===== config.mk =====
export PLATFORM = sky130hd
export DESIGN_NAME = prlcd_regs
export DESIGN_NICKNAME = d
export VERILOG_FILES = /design/src/prlcd_pkg.sv /design/src/prlcd_ahb_slave.sv /design/src/prlcd_irq.sv /design/src/prlcd_regs.sv
export SDC_FILE = /design/constraint.sdc
export NUM_CORES = 1
export LEC_CHECK = 0
export BUFFER_PORTS_ARGS = -buffer_cell sky130_fd_sc_hd__buf_2
export CORE_ASPECT_RATIO = 0.75
export CORE_MARGIN = 3
export CORE_UTILIZATION = 45
export CTS_BUF_LIST = sky130_fd_sc_hd__clkbuf_2
export CTS_CLUSTER_SIZE = 14
export DETAILED_ROUTE_END_ITERATION = 6
export PLACE_DENSITY = 0.72
export SYNTH_ARGS = -nofsm -noshare
export SYNTH_HDL_FRONTEND = slang
export SYNTH_HIERARCHICAL = 1
export SYNTH_SLANG_ARGS = --single-unit

===== constraint.sdc =====
create_clock -name sys_clk -period 4 [get_ports sys_clk]
set_clock_uncertainty 0.1 [all_clocks]
set_input_delay 0 -clock sys_clk [delete_from_list [all_inputs] [get_ports sys_clk]]
set_output_delay 0 -clock sys_clk [all_outputs]
set_load 0.01 [all_outputs]

===== src/prlcd_pkg.sv =====
`default_nettype none
package prlcd_pkg;
   // bus geometry
   localparam int          ADDR_W     = 32;
   localparam int          DATA_W     = 32;
   localparam int          REG_W      = 16;
   localparam int          IDX_W      = 10;
   localparam int          IDX_LSB    = 2;
   // register indices, byte address is four times the index
   localparam logic [9:0]  IDX_TDR_CTRL  = 10'h01e;
   localparam logic [9:0]  IDX_RST_CTRL  = 10'h01f;
   localparam logic [9:0]  IDX_LINK      = 10'h133;
   localparam logic [9:0]  IDX_FAULT     = 10'h16b;
   localparam logic [9:0]  IDX_PEAK_A    = 10'h180;
   localparam logic [9:0]  IDX_PEAK_B    = 10'h181;
   localparam logic [9:0]  IDX_POLARITY  = 10'h18a;
   localparam logic [9:0]  IDX_IRQ_STAT  = 10'h1f0;
   localparam logic [9:0]  IDX_IRQ_EN    = 10'h1f1;
   localparam logic [9:0]  IDX_IRQ_CLR   = 10'h1f2;
   // reset and standby control fields
   localparam int          RST_FULL_BIT    = 15;
   localparam int          RST_RESTART_BIT = 14;
   localparam int          RST_STANDBY_BIT = 7;
   localparam logic [15:0] RST_RSVD_MASK   = 16'h3f7f;
   // diagnostic control fields
   localparam int          TDR_START_BIT = 15;
   // link state fields
   localparam logic [8:0]  LINK_RSVD_RST = 9'h0bc;
   // fault distance step in decimetres, peak code offset
   localparam int          FAULT_STEP_DM = 15;
   localparam int          PEAK_OFFSET   = 4;
   localparam int          PEAK_N        = 4;
   localparam int          PEAK_W        = 8;
   // interrupt event positions
   localparam int          EVT_W    = 3;
   localparam int          EVT_DONE = 0;
   localparam int          EVT_FAIL = 1;
   localparam int          EVT_LINK = 2;
   localparam logic [15:0] REG_ZERO = 16'h0000;
   // bus slave states
   typedef enum logic [1:0] {
      BUS_IDLE  = 2'b00,
      BUS_WDATA = 2'b01,
      BUS_RWAIT = 2'b10,
      BUS_RDATA = 2'b11
   } prlcd_bus_state_type;
endpackage : prlcd_pkg
`default_nettype wire


===== src/prlcd_ahb_slave.sv =====
`timescale 1ns/100ps
`default_nettype none
module prlcd_ahb_slave (
   // clock and reset
   input  wire logic                          sys_clk,
   input  wire logic                          rst_n,
   // ahb-lite side
   input  wire logic                          hsel,
   input  wire logic [prlcd_pkg::ADDR_W-1:0]  haddr,
   input  wire logic [1:0]                    htrans,
   input  wire logic                          hwrite,
   input  wire logic [prlcd_pkg::DATA_W-1:0]  hwdata,
   input  wire logic                          hready,
   output logic                               hreadyout,
   output logic [prlcd_pkg::DATA_W-1:0]       hrdata,
   // register side
   output logic                               wrStb,
   output logic                               rdStb,
   output logic [prlcd_pkg::IDX_W-1:0]        regIdx,
   output logic [prlcd_pkg::REG_W-1:0]        wrData,
   input  wire logic [prlcd_pkg::REG_W-1:0]   rdValue
);
   import prlcd_pkg::*;

   prlcd_bus_state_type     state_q;
   prlcd_bus_state_type     state_d;
   logic [IDX_W-1:0]        idx_q;
   logic [DATA_W-1:0]       hrdata_q;
   wire                     accept;

   // address phase taken only for nonseq or seq with the bus ready
   assign accept = hsel && hready && htrans[1];

   // reads take one wait cycle so read data come from a flop
   always_comb begin
      case (state_q)
         BUS_RWAIT: state_d = BUS_RDATA;
         BUS_IDLE, BUS_WDATA, BUS_RDATA: begin
            if (accept) begin
               state_d = hwrite ? BUS_WDATA : BUS_RWAIT;
            end else begin
               state_d = BUS_IDLE;
            end
         end
         default: state_d = BUS_IDLE;
      endcase
   end

   always_ff @(posedge sys_clk or negedge rst_n) begin
      if (!rst_n) begin
         state_q <= BUS_IDLE;
         idx_q   <= '0;
      end else begin
         state_q <= state_d;
         if (accept) idx_q <= haddr[IDX_LSB +: IDX_W];
      end
   end

   // read word latched in the wait cycle, upper half reads zero
   always_ff @(posedge sys_clk or negedge rst_n) begin
      if (!rst_n) hrdata_q <= '0;
      else if (rdStb) hrdata_q <= {REG_ZERO, rdValue};
   end

   assign hreadyout = (state_q != BUS_RWAIT);
   assign wrStb     = (state_q == BUS_WDATA);
   assign rdStb     = (state_q == BUS_RWAIT);
   assign regIdx    = idx_q;
   assign wrData    = hwdata[REG_W-1:0];
   assign hrdata    = hrdata_q;
endmodule : prlcd_ahb_slave
`default_nettype wire


===== src/prlcd_irq.sv =====
`timescale 1ns/100ps
`default_nettype none
module prlcd_irq (
   // clock and reset
   input  wire logic                         sys_clk,
   input  wire logic                         rst_n,
   input  wire logic                         syncClr,
   // events and software access
   input  wire logic [prlcd_pkg::EVT_W-1:0]  evt,
   input  wire logic                         enWr,
   input  wire logic                         clrWr,
   input  wire logic [prlcd_pkg::EVT_W-1:0]  wrBits,
   // state
   output logic [prlcd_pkg::EVT_W-1:0]       status,
   output logic [prlcd_pkg::EVT_W-1:0]       enable,
   output logic                              irq
);
   import prlcd_pkg::*;

   logic [EVT_W-1:0] status_q;
   logic [EVT_W-1:0] enable_q;

   // sticky bits: a new event wins over a clear in the same cycle
   for (genvar i = 0; i < EVT_W; i++) begin : g_bit
      always_ff @(posedge sys_clk or negedge rst_n) begin
         if (!rst_n) status_q[i] <= 1'b0;
         else if (evt[i]) status_q[i] <= 1'b1;
         else if (syncClr || (clrWr && wrBits[i])) status_q[i] <= 1'b0;
      end
   end

   always_ff @(posedge sys_clk or negedge rst_n) begin
      if (!rst_n) enable_q <= '0;
      else if (syncClr) enable_q <= '0;
      else if (enWr) enable_q <= wrBits;
   end

   assign status = status_q;
   assign enable = enable_q;
   assign irq    = |(status_q & enable_q);
endmodule : prlcd_irq
`default_nettype wire


===== src/prlcd_regs.sv =====
// The AHB-Lite slave port is this design's own decision.
`timescale 1ns/100ps
`default_nettype none
module prlcd_regs (
   // clock and reset
   input  wire logic                          sys_clk,
   input  wire logic                          rst_n,
   // ahb-lite slave
   input  wire logic                          hsel,
   input  wire logic [prlcd_pkg::ADDR_W-1:0]  haddr,
   input  wire logic [1:0]                    htrans,
   input  wire logic                          hwrite,
   input  wire logic [2:0]                    hsize,
   input  wire logic [prlcd_pkg::DATA_W-1:0]  hwdata,
   input  wire logic                          hready,
   output logic                               hreadyout,
   output logic                               hresp,
   output logic [prlcd_pkg::DATA_W-1:0]       hrdata,
   // transceiver control
   output logic                               fullResetPulse,
   output logic                               circuitRestartPulse,
   output logic                               standbyReq,
   // live link state
   input  wire logic                          linkUp,
   input  wire logic                          scramblerLock,
   input  wire logic                          localRxValid,
   input  wire logic                          remoteRxValid,
   // cable diagnostic engine
   output logic                               diagStartPulse,
   input  wire logic                          diagDone,
   input  wire logic                          diagFail,
   input  wire logic                          faultFound,
   input  wire logic                          faultShort,
   input  wire logic [7:0]                    faultDist,
   input  wire logic [31:0]                   peakLoc,
   input  wire logic [3:0]                    peakNeg,
   // interrupt
   output logic                               irq
);
   import prlcd_pkg::*;

   ////////////////////////////////////////////////////////////////////////////
   // declarations

   function automatic logic idxIs(input logic [IDX_W-1:0] a,
                                  input logic [IDX_W-1:0] b);
      return a == b;
   endfunction : idxIs

   logic                wrStb;
   logic                rdStb;
   logic [IDX_W-1:0]    regIdx;
   logic [REG_W-1:0]    wrData;
   logic [REG_W-1:0]    rdValue;

   logic                fullRst_q;
   logic                restart_q;
   logic                standby_q;
   logic [REG_W-1:0]    rstRsvd_q;
   logic [3:0]          link_q;
   logic                start_q;
   logic                busy_q;
   logic                done_q;
   logic                fail_q;
   logic                faultFound_q;
   logic                faultShort_q;
   logic [7:0]          faultDist_q;
   logic [31:0]         peakLoc_q;
   logic [3:0]          peakNeg_q;
   logic [PEAK_N-1:0]   polRead;
   logic [EVT_W-1:0]    evt;
   logic [EVT_W-1:0]    irqStatus;
   logic [EVT_W-1:0]    irqEnable;

   wire                 ctrlWr;
   wire                 tdrWr;
   wire                 irqEnWr;
   wire                 irqClrWr;
   wire                 startWr;
   wire                 diagAccept;
   wire [REG_W-1:0]     rstWord;
   wire [REG_W-1:0]     tdrWord;
   wire [REG_W-1:0]     linkWord;
   wire [REG_W-1:0]     faultWord;
   wire [REG_W-1:0]     polWord;
   wire [REG_W-1:0]     irqStatWord;
   wire [REG_W-1:0]     irqEnWord;

   ////////////////////////////////////////////////////////////////////////////
   // bus slave

   prlcd_ahb_slave u_bus (
      .sys_clk   (sys_clk),
      .rst_n     (rst_n),
      .hsel      (hsel),
      .haddr     (haddr),
      .htrans    (htrans),
      .hwrite    (hwrite),
      .hwdata    (hwdata),
      .hready    (hready),
      .hreadyout (hreadyout),
      .hrdata    (hrdata),
      .wrStb     (wrStb),
      .rdStb     (rdStb),
      .regIdx    (regIdx),
      .wrData    (wrData),
      .rdValue   (rdValue)
   );

   // always okay; only word transfers are expected, hsize is not checked
   assign hresp = 1'b0;

   // write decode, writes to read-only indices fall through unused
   assign ctrlWr   = wrStb && idxIs(regIdx, IDX_RST_CTRL);
   assign tdrWr    = wrStb && idxIs(regIdx, IDX_TDR_CTRL);
   assign irqEnWr  = wrStb && idxIs(regIdx, IDX_IRQ_EN);
   assign irqClrWr = wrStb && idxIs(regIdx, IDX_IRQ_CLR);
   assign startWr  = tdrWr && wrData[TDR_START_BIT] && !fullRst_q;

   ////////////////////////////////////////////////////////////////////////////
   // reset and standby control

   // full reset lasts one cycle and then clears the bank except the live link bits and a link event in that cycle
   always_ff @(posedge sys_clk or negedge rst_n) begin
      if (!rst_n) fullRst_q <= 1'b0;
      else fullRst_q <= ctrlWr && wrData[RST_FULL_BIT];
   end

   // restart leaves every register alone, only pulses outward; full reset wins
   always_ff @(posedge sys_clk or negedge rst_n) begin
      if (!rst_n) restart_q <= 1'b0;
      else restart_q <= ctrlWr && wrData[RST_RESTART_BIT] && !wrData[RST_FULL_BIT]
                        && !fullRst_q;
   end

   // standby and reserved bits are plain storage
   always_ff @(posedge sys_clk or negedge rst_n) begin
      if (!rst_n) begin
         standby_q <= 1'b0;
         rstRsvd_q <= REG_ZERO;
      end else if (fullRst_q) begin
         standby_q <= 1'b0;
         rstRsvd_q <= REG_ZERO;
      end else if (ctrlWr) begin
         standby_q <= wrData[RST_STANDBY_BIT];
         rstRsvd_q <= wrData & RST_RSVD_MASK;
      end
   end

   assign fullResetPulse      = fullRst_q;
   assign circuitRestartPulse = restart_q;
   assign standbyReq          = standby_q;

   ////////////////////////////////////////////////////////////////////////////
   // link state

   // sampled every cycle, never latched
   always_ff @(posedge sys_clk or negedge rst_n) begin
      if (!rst_n) link_q <= 4'h0;
      else link_q <= {linkUp, scramblerLock, localRxValid, remoteRxValid};
   end

   ////////////////////////////////////////////////////////////////////////////
   // cable diagnostic control and results

   // a done only counts while running; full reset beats a run finishing with it
   assign diagAccept = diagDone && busy_q && !fullRst_q;

   // start self-clears after its one-cycle pulse
   always_ff @(posedge sys_clk or negedge rst_n) begin
      if (!rst_n) begin
         start_q <= 1'b0;
         busy_q  <= 1'b0;
      end else begin
         start_q <= startWr;
         if (fullRst_q) busy_q <= 1'b0;
         else if (startWr) busy_q <= 1'b1;
         else if (diagDone) busy_q <= 1'b0;
      end
   end

   // flags: the engine setting wins over a clear by a new start
   always_ff @(posedge sys_clk or negedge rst_n) begin
      if (!rst_n) begin
         done_q <= 1'b0;
         fail_q <= 1'b0;
      end else begin
         if (diagAccept) done_q <= 1'b1;
         else if (startWr || fullRst_q) done_q <= 1'b0;
         if (diagAccept && diagFail) fail_q <= 1'b1;
         else if (startWr || fullRst_q) fail_q <= 1'b0;
      end
   end

   // results captured on completion, held until next start or full reset
   always_ff @(posedge sys_clk or negedge rst_n) begin
      if (!rst_n) begin
         faultFound_q <= 1'b0;
         faultShort_q <= 1'b0;
         faultDist_q  <= 8'h00;
         peakLoc_q    <= 32'h0000_0000;
         peakNeg_q    <= 4'h0;
      end else if (diagAccept) begin
         faultFound_q <= faultFound;
         faultShort_q <= faultShort;
         faultDist_q  <= faultDist;
         peakLoc_q    <= peakLoc;
         peakNeg_q    <= peakNeg;
      end else if (startWr || fullRst_q) begin
         faultFound_q <= 1'b0;
         faultShort_q <= 1'b0;
         faultDist_q  <= 8'h00;
         peakLoc_q    <= 32'h0000_0000;
         peakNeg_q    <= 4'h0;
      end
   end

   assign diagStartPulse = start_q;

   // polarity is hidden where the peak code is zero, so no stale sign reads
   for (genvar p = 0; p < PEAK_N; p++) begin : g_peak
      assign polRead[p] = peakNeg_q[p] && (|peakLoc_q[p*PEAK_W +: PEAK_W]);
   end

   ////////////////////////////////////////////////////////////////////////////
   // interrupts

   assign evt[EVT_DONE] = diagAccept;
   assign evt[EVT_FAIL] = diagAccept && diagFail;
   assign evt[EVT_LINK] = (link_q[3] != linkUp);

   prlcd_irq u_irq (
      .sys_clk (sys_clk),
      .rst_n   (rst_n),
      .syncClr (fullRst_q),
      .evt     (evt),
      .enWr    (irqEnWr),
      .clrWr   (irqClrWr),
      .wrBits  (wrData[EVT_W-1:0]),
      .status  (irqStatus),
      .enable  (irqEnable),
      .irq     (irq)
   );

   ////////////////////////////////////////////////////////////////////////////
   // read words and read mux

   assign rstWord   = rstRsvd_q | {fullRst_q, restart_q, 6'h00, standby_q, 7'h00};
   assign tdrWord   = {start_q, 13'h0000, done_q, fail_q};
   assign linkWord  = {3'h0, link_q[3], LINK_RSVD_RST, link_q[2:0]};
   assign faultWord = {6'h00, faultFound_q, faultShort_q, faultDist_q};
   assign polWord   = {1'b0, polRead, 11'h000};
   assign irqStatWord = {13'h0000, irqStatus};
   assign irqEnWord   = {13'h0000, irqEnable};

   // unmapped and write-only indices read zero
   assign rdValue =
      idxIs(regIdx, IDX_RST_CTRL) ? rstWord     :
      idxIs(regIdx, IDX_TDR_CTRL) ? tdrWord     :
      idxIs(regIdx, IDX_LINK)     ? linkWord    :
      idxIs(regIdx, IDX_FAULT)    ? faultWord   :
      idxIs(regIdx, IDX_PEAK_A)   ? peakLoc_q[15:0] :
      idxIs(regIdx, IDX_PEAK_B)   ? peakLoc_q[31:16] :
      idxIs(regIdx, IDX_POLARITY) ? polWord     :
      idxIs(regIdx, IDX_IRQ_STAT) ? irqStatWord :
      idxIs(regIdx, IDX_IRQ_EN)   ? irqEnWord   : REG_ZERO;
endmodule : prlcd_regs
`default_nettype wire

==> out/metrics.cfg, run 1 <==
[status]
status=completed

[worst_setup_path]
r2r_start=u_bus/regIdx[0]
end_kind=register
r2r_end=circuitRestartPulse
required_ns=4.44
crit_chain=and4_1 > buf_4 > nand2_1 > nor4b_1 > dlygate4sd3_1
reg2reg_slack_ns=0.81
startpoint_type=register
crit_path_max_incr_delay_ns=1.05
crit_fanout=27
crit_type=register to register
cp.arrival_ns=3.63
crit_path_top_delay_cell=dfrtp_1
reg2regPathDepth=5

[timing]
period_needed_ns=3.19
fmax_mhz=314
slew_headroom_pct=33.8
hold_viol=0
setup_viol=0
fin_crit_sh_pct=79.7
worstMarginPinSlew_ns=0.992
rsz0062_at_grt=false
setup_tns_ns=0
drv_slew=0

[synthesis]
synth_area_per_cell_sq_um=11.4
synth_edf_count=0
ys_warn_count=6
syn_inst=444
yosys_most_used_dff=dfrtp_1
synthArstFlopShare_pct=100
synth_seq_cells=104
ys_types=62
synthesis.area_sq_um=5060
seq_area_frac_synth_pct=51.5

[placed_design]
place.gp.congestion=0.861
io_buffers=105
dp_hpwl_um=9590
placed_cell_area_sq_um=5430

[hold_path]
min_from=peakLoc[7]
hold_depth=3
hold_class=primary input to register
hold_end=peakLoc_q[7]

[finish]
layout-drive-gt1-share_pct=28.4
synthToLayoutAreaGrowth_pct=28.5
diodes=0
design_area_sq_um=6500
final_nets=741

[floorplan]
dieArea_sq_um=12600
die_h_um=97.8
fp.coreArea_sq_um=10600
initial_utilization_pct=47.7
io_pins=165
die_w_um=128
num_rows=32

[run]
max-cap-violations=0

[route]
wl_per_cell_um=18.8
drc_errors=0
totalWireLength_um=14200
num_vias=4224
drtPass1Iterations=7
ant_nets=0
drtIter0Drc=305
viasPerCell=5.59

[clock_tree]
root_buffer=clkbuf_2
cts_buffer_depth=2
htree_levels=3
tritoncts=done
clk_latency_ns=0.59
cts-resized-gates=0
clkSlewWorstSetupHoldPaths_ns=0.25
cts.sinks=104
cts_buffers=9

[power_and_ir_drop]
p_leak_nw=3.15
power-per-cell-area_nw_per_um2=305
vdd_ir_drop_max_uv=254

[global_routing]
first_global_vias=4273
grt_pass1_wl_um=22700
grt_antenna_before_repair=0
grt_max_degree=65
track_usage_pct=23.1
grt-ovfl-total=0

kinds of logic (layout without fill, tap and decap cells):
family	after synthesis	after routing	share of synthesized area, %
AOI/OAI and AO/OA	112	112	17.2
muxes	36	36	8.54
and+or+nand+nor	123	123	13.5
buffers and inverters	66	226	9.03
DFF	104	104	51.5
other	2	17	0.148
xor gates and xnor gates	1	1	0.173
layout by cell type, fill, tap and decap left out, types with 4 or more instances in the layout:
cell and n:
nand3_1 22, buf_2 104, buf_4 7, nor2_1 9, nand4_1 7, inv_1 4
mux2_2 21, dlygate4sd3_1 94, clkbuf_2 10, nand2_1 38, conb_1 17, a22o_1 47
o21ai_1 9, dfrtp_1 104, a21oi_1 21, a222oi_1 4, mux2_4 9, mux2i_1 6
nor4_1 10, nor2b_1 5
worst max-delay path: cells and delay by family, from the launching register on:
family        cells  cell delay [ns]
simple gates      3             1.14
flops             1             1.05
buf+inv           2             0.85
registers in the layout, indices dropped and copies added (netlist names):
name,cells
circuitRestartPulse,1
u_irq/enable,3
fullResetPulse,1
u_irq/status,3
faultDist_q,8
faultFound_q,1
busy_q,1
u_bus/regIdx,10
faultShort_q,1
fail_q,1
u_bus/hrdata,16
u_bus/state_q,2
peakLoc_q,32
rstRsvd_q,13
standbyReq,1
peakNeg_q,4
diagStartPulse,1
link_q,4
done_q,1
final cells by class:
class                   instances  area, sq um
fillers                       828         4110
flip-flops and latches        104         2600
multi-input cells             289         2060
repair buffers                206         1540
well taps                     136          170
clock buffers                  10         50.0
clock inverters                 5         48.8
inverters                       5         23.8
per-stage QoR:
| step | hold slack, ns | power (mW) | instances | setup slack (ns) | util [%] |
|---|---|---|---|---|---|
| 2_1_floorplan | -0.396 | 1.38 | 459 | 2.03 | - |
| 3_3_place_gp | 0.00926 | 1.45 | 645 | 1.48 | 51.2 |
| 3_5_place_dp | 0.0110 | 1.45 | 645 | 1.45 | 51.2 |
| 4_1_cts | 0.00379 | 1.99 | 755 | 0.879 | 61.3 |
| 5_1_grt | 0.0221 | 2.07 | 755 | 0.650 | 61.3 |
| 6_report | 0.0525 | 1.98 | 755 | 0.813 | 61.3 |
Yosys cell counts, drive strengths merged, types with 2 or more instances:
cell      n  area [sq um]
nor3      6          45.0
nand4     7          43.8
clkbuf   10          37.5
and3      2          12.5
dfrtp   104          2600
o21ai    11          55.1
mux2     30           372
nor4b     2          23.8
mux2i     6          60.1
a31oi     3          18.8
a222oi    4          40.0
a221o     3          30.0
and2      3          21.3
or3b      2          17.5
conb      2          7.51
or3       2          12.5
a31o      3          26.3
a21oi    22           121
a22o     47           412
a221oi    2          17.5
nor2b     5          31.3
nand2b    4          32.5
nand2    39           149
o41ai     2          25.0
nand3    22           110
nor2     12          50.1
a21o      2          15.0
inv       5          23.8
a211oi    3          22.5
a22oi     3          22.5
buf      51           395
nor4     10          62.6
o211ai    2          15.0
per-layer routing:
| metal | wire length, um | part of all wire (%) | track usage (%) | vias to the layer above |
|---|---|---|---|---|
| met5 | 0 | 0 | 0 | - |
| met4 | 160 | 1.1 | 4.89 | 0 |
| met3 | 1300 | 9.1 | 6.72 | 16 |
| met2 | 6060 | 43 | 32.4 | 206 |
| met1 | 6690 | 47 | 35.4 | 2074 |
| li1 | - | - | - | 1928 |
how the worst max path moves through the flow:
stage / startpoint / to / slack [ns] / cells after the start
floorplan: u_bus/regIdx[2] / u_bus/hrdata[5] / 2.03 / 6
global placement: u_bus/regIdx[0] / circuitRestartPulse / 1.48 / 4
finish: u_bus/regIdx[0] / circuitRestartPulse / 0.81 / 5
detailed placement: u_bus/regIdx[0] / circuitRestartPulse / 1.45 / 4
CTS: u_bus/regIdx[0] / circuitRestartPulse / 0.88 / 5
global route: u_bus/regIdx[0] / circuitRestartPulse / 0.65 / 5
power breakdown:
group	leakage [nW]	internal (mW)	switching (mW)
sequential	1.34	1.10	0.0730
clock	0.0690	0.139	0.328
combinational	1.73	0.181	0.164
repair_timing:
| action | 4_1_cts | 5_1_grt |
|---|---|---|
| buffers inserted | 0 | 0 |
| hold endpoints to repair | 152 | 0 |
| setup endpoints to repair | 0 | 0 |
| hold buffers | 95 | 0 |
No activity file was read; power rests on OpenSTA's default activity.
==> run 2: changes to the inputs <==
--- a/config.mk
+++ b/config.mk
@@ -12,7 +12,7 @@
 export CTS_BUF_LIST = sky130_fd_sc_hd__clkbuf_2
 export CTS_CLUSTER_SIZE = 14
 export DETAILED_ROUTE_END_ITERATION = 6
-export PLACE_DENSITY = 0.72
+export PLACE_DENSITY = 0.75
 export SYNTH_ARGS = -nofsm -noshare
 export SYNTH_HDL_FRONTEND = slang
 export SYNTH_HIERARCHICAL = 1
==> constraint.sdc (replaced) <==
create_clock -name sys_clk -period 2.7 [get_ports sys_clk]
set_clock_uncertainty 0.1 [all_clocks]
set_input_delay 0 -clock sys_clk [delete_from_list [all_inputs] [get_ports sys_clk]]
set_output_delay 0 -clock sys_clk [all_outputs]
set_load 0.01 [all_outputs]
==> out/metrics.cfg, run 2 (synthesis results as in run 1) <==
[status]
status=completed

[timing]
fin_crit_sh_pct=92.5
post-route-worst-setup-slack_ns=0.201
worstMarginPinSlew_ns=0.548
slew_headroom_pct=63.5
rsz0062_at_grt=false
drv_slew=0
hold_viol=0
fmax_mhz=400
setup_tns_ns=0
fin_hold_ws_ns=0.0588
period_needed_ns=2.50
setup_viol=0

[clock_tree]
cts_buffers=9
cts_buffer_depth=2
root_buffer=clkbuf_2
htree_levels=3
hold_buffers=97
cts_setup_buffers=0
clk_latency_ns=0.58
tritoncts=done
cts-resized-gates=0
clkSlewWorstSetupHoldPaths_ns=0.28
cts.sinks=104

[floorplan]
die_h_um=97.8
die_w_um=128
initial_utilization_pct=47.7
num_rows=32
io_pins=165
dieArea_sq_um=12600
fp.coreArea_sq_um=10600

[finish]
fillCellCount=848
fin_util_pct=62.7
mostFrequentLayoutCells=dfrtp_1 (104), buf_2 (104), dlygate4sd3_1 (96)
layout-drive-gt1-share_pct=29.1
post_layout_nonfiller_instances=765
final_nets=750
design_area_sq_um=6650
synthToLayoutAreaGrowth_pct=31.6
largest-register=peakLoc_q
largest_reg_flops=32
diodes=0

[worst_setup_path]
end_kind=register
crit_type=register to register
required_ns=3.16
reg2regPathDepth=6
startpoint_type=register
crit_fanout=11
cp.arrival_ns=2.95

[power_and_ir_drop]
p_leak_nw=3.22
power-per-cell-area_nw_per_um2=477
vdd_ir_drop_max_uv=295
p_total_mw=3.18

[route]
viasPerCell=5.71
wl_per_cell_um=19.6
ant_nets=0
num_vias=4370
drtIter0Drc=469
drc_errors=0
drtPass1Iterations=5
totalWireLength_um=15000

[placed_design]
io_buffers=105
dp_hpwl_um=10000
place_ws_ns=0.334
dpl.cell_count=652
place.gp.congestion=0.909
placed_cell_area_sq_um=5510

[hold_path]
hold_class=primary input to register
hold_depth=3

[global_routing]
grt_max_degree=53
grt_pass1_wl_um=23500
track_usage_pct=24.0
grt_antenna_before_repair=0
first_global_vias=4344
grt-ovfl-total=0

[run]
max-cap-violations=0

## run 2: worst paths after layout
| path | startpoint | endpoint | slack (ns) |
|---|---|---|---|
| max | u_bus/regIdx[3] | faultDist_q[0] | 0.20 |
| min | haddr[11] | u_bus/regIdx[9] | 0.06 |
| max reg2reg | u_bus/regIdx[3] | faultDist_q[0] | 0.20 |
| min reg2reg | done_q | done_q | 0.41 |
| max in group asynchronous | rst_n | peakNeg_q[2] | 1.81 |
| min in group asynchronous | rst_n | u_bus/hrdata[2] | 0.41 |
## run 2: critical path: stages (launching register included)
cell and delay [ns]:
dfrtp_1 0.58, and4bb_1 0.28, and2_4 0.17, a41oi_2 0.23, and2_1 0.37, a22o_1 0.19
dlygate4sd3_1 0.55
## run 2: where the power goes
part           total (mW)  switching (mW)  internal, mW  leakage [nW]
Sequential           1.71          0.0828          1.62          1.34
Combinational       0.560           0.279         0.282          1.78
Clock               0.910           0.510         0.400        0.0916
Total                3.18           0.871          2.31          3.22
## run 2: cell type report
class	instances	area, sq um	share of cell area (%)
flip-flops and latches	104	2600	39.1
clock buffers	10	50.0	0.752
repair buffers	215	1640	24.6
well taps	136	170	2.56
inverters	5	23.8	0.357
multi-input cells	289	2060	31.0
clock inverters	6	106	1.60
## run 2: routing by layer
layer  GRT usage, %  wire length (um)  up-vias
met4           4.24                84        0
met3           5.90              1340        9
met2           36.1              6800      217
met1           35.8              6800     2179
met5              0                 0        -
li1               -                 -     1965
==> run 3: changes to the inputs <==
--- a/config.mk
+++ b/config.mk
@@ -12,7 +12,7 @@
 export CTS_BUF_LIST = sky130_fd_sc_hd__clkbuf_2
 export CTS_CLUSTER_SIZE = 14
 export DETAILED_ROUTE_END_ITERATION = 6
-export PLACE_DENSITY = 0.75
+export PLACE_DENSITY = 0.72
 export SYNTH_ARGS = -nofsm -noshare
 export SYNTH_HDL_FRONTEND = slang
 export SYNTH_HIERARCHICAL = 1
==> constraint.sdc (replaced) <==
create_clock -name sys_clk -period 2.4 [get_ports sys_clk]
set_clock_uncertainty 0.1 [all_clocks]
set_input_delay 0 -clock sys_clk [delete_from_list [all_inputs] [get_ports sys_clk]]
set_output_delay 0 -clock sys_clk [all_outputs]
set_load 0.01 [all_outputs]
==> out/metrics.cfg, run 3 (synthesis results as in run 1) <==
[worst_setup_path]
worstSetupStartpoint=u_bus/regIdx[2]
cp_num_buf_inv=0
crit_type=register to register
end_kind=register
crit_chain=or3b_1 > or3_1 > o21ai_1 > o21ai_1 > mux2_4
startpoint_type=register
crit_path_top_delay_cell=or3b_1
reg2reg_slack_ns=0.17
crit_family=simple AND/OR/NAND/NOR gates
required_ns=2.82
crit_path_max_incr_delay_ns=0.55
crit_fanout=8
r2r_end=u_bus/hrdata[5]
reg2regPathDepth=5
cpMostUsedCell=o21ai_1
cp.arrival_ns=2.65
r2r_start=u_bus/regIdx[2]

[timing]
fin_crit_sh_pct=93.1
period_needed_ns=2.23
fmax_mhz=448
worstMarginPinSlew_ns=0.650
setup_tns_ns=0
rsz0062_at_grt=false
slew_headroom_pct=56.5
setup_viol=0
fin_hold_ws_ns=0.0212
drv_slew=0
hold_viol=0

[global_routing]
grt_antenna_before_repair=1
grt_pass1_wl_um=24200
first_global_vias=4458
track_usage_pct=24.9
grt-ovfl-total=0
grt_max_degree=54

[route]
num_vias=4288
drc_errors=2
wl_per_cell_um=20.0
wl_met1_um=6970
ant_nets=0
totalWireLength_um=15300
route.met3.wl_um=1400
viasPerCell=5.59
drtPass1Iterations=7
top_layer=met4
drtIter0Drc=294
routed-wl-met2_um=6780

[status]
violations=design-rule violations
status=finished, violations left

[power_and_ir_drop]
p_total_mw=3.55
comb_power_share_pct=18.3
seqPwrFrac_pct=54.1
swShare_pct=29.1
power-per-cell-area_nw_per_um2=533
vdd_ir_drop_max_uv=274
clockPowerShare_pct=27.6
p_leak_nw=3.20
switchingPower_mw=1.03
internal_power_mw=2.51

[hold_path]
min_from=hwrite
hold_end=u_bus/state_q[0]
hold_depth=4
hold_class=primary input to register

[placed_design]
place.gp.congestion=0.900
io_buffers=105
dp_hpwl_um=10000
placed_cell_area_sq_um=5530

[finish]
largest_reg_flops=32
design_area_sq_um=6650
mostFrequentLayoutCells=dfrtp_1 (104), buf_2 (104), dlygate4sd3_1 (94)
synthToLayoutAreaGrowth_pct=31.4
final_nets=751
layout-drive-gt1-share_pct=29.8
largest-register=peakLoc_q

[floorplan]
die_h_um=97.8
fp.coreArea_sq_um=10600
initial_utilization_pct=47.7
io_pins=165
dieArea_sq_um=12600
die_w_um=128
num_rows=32

[clock_tree]
cts-resized-gates=0
htree_levels=3
cts_buffer_depth=2
cts.sinks=104
tritoncts=done
clk_latency_ns=0.62
root_buffer=clkbuf_2
clkSlewWorstSetupHoldPaths_ns=0.31
cts_buffers=9

[run]
max-cap-violations=0

## run 3: cell types whose count changed in the layout (fill, tap and decap cells not counted), sizes merged
cell,delta
buf,+3
bufinv,-1
clkbuf,-1
diode,+1
dlygate4sd3,-2
inv,+2
## run 3: worst register-to-register path, delay by kind of cell (launching register included)
family             cells  cell delay [ns]
and+or+nand+nor        2             1.09
muxes                  1             0.26
DFF                    1             0.48
AOI/OAI and AO/OA      2             0.25
## run 3: area by class of cell
class / instances / area, sq um
clock buffers: 9 / 45.0
multi-input cells: 289 / 2060
repair buffers: 216 / 1640
inverters: 5 / 23.8
fillers: 846 / 3960
clock inverters: 7 / 100
well taps: 136 / 170
flip-flops and latches: 104 / 2600
diodes: 1 / 2.50
## run 3: worst max path at each step
stage / cells past startpoint / end / slack (ns)
3_3_place_gp: 5 / u_bus/hrdata[7] / 0.28
2_1_floorplan: 6 / u_bus/hrdata[5] / 0.43
6_report: 5 / u_bus/hrdata[5] / 0.17
4_1_cts: 5 / u_bus/hrdata[6] / 0.19
3_5_place_dp: 5 / u_bus/hrdata[6] / 0.21
5_1_grt: 6 / u_bus/hrdata[2] / 0.06
## run 3: routing by layer
metal  global-route usage, %  vias up
met5                       0        -
met4                    6.04        0
met3                    6.94       20
met2                    35.8      214
met1                    37.2     2101
li1                        -     1953
## run 3: through the flow
stage                     cells  util [%]  worst slack (ns)
after floorplan             459         -             0.431
after global placement      655      52.1             0.277
after detailed placement    655      52.1             0.212
after CTS                   765      62.5             0.191
after global routing        767      62.7            0.0569
final                       767      62.7             0.166
## run 3: power by group through the flow
stage | registers (mW) | logic, mW | clock network [mW]
floorplan | 1.91 | 0.383 | 0
global placement | 1.94 | 0.498 | 0
detailed placement | 1.94 | 0.506 | 0
CTS | 1.92 | 0.637 | 0.993
global route | 1.93 | 0.703 | 1.07
finish | 1.92 | 0.649 | 0.980
## run 3: what timing repair did
| action | in CTS | in global routing |
|---|---|---|
| hold buffers | 94 | 1 |
| hold endpoints to repair | 192 | 1 |
| buffers inserted | 0 | 0 |
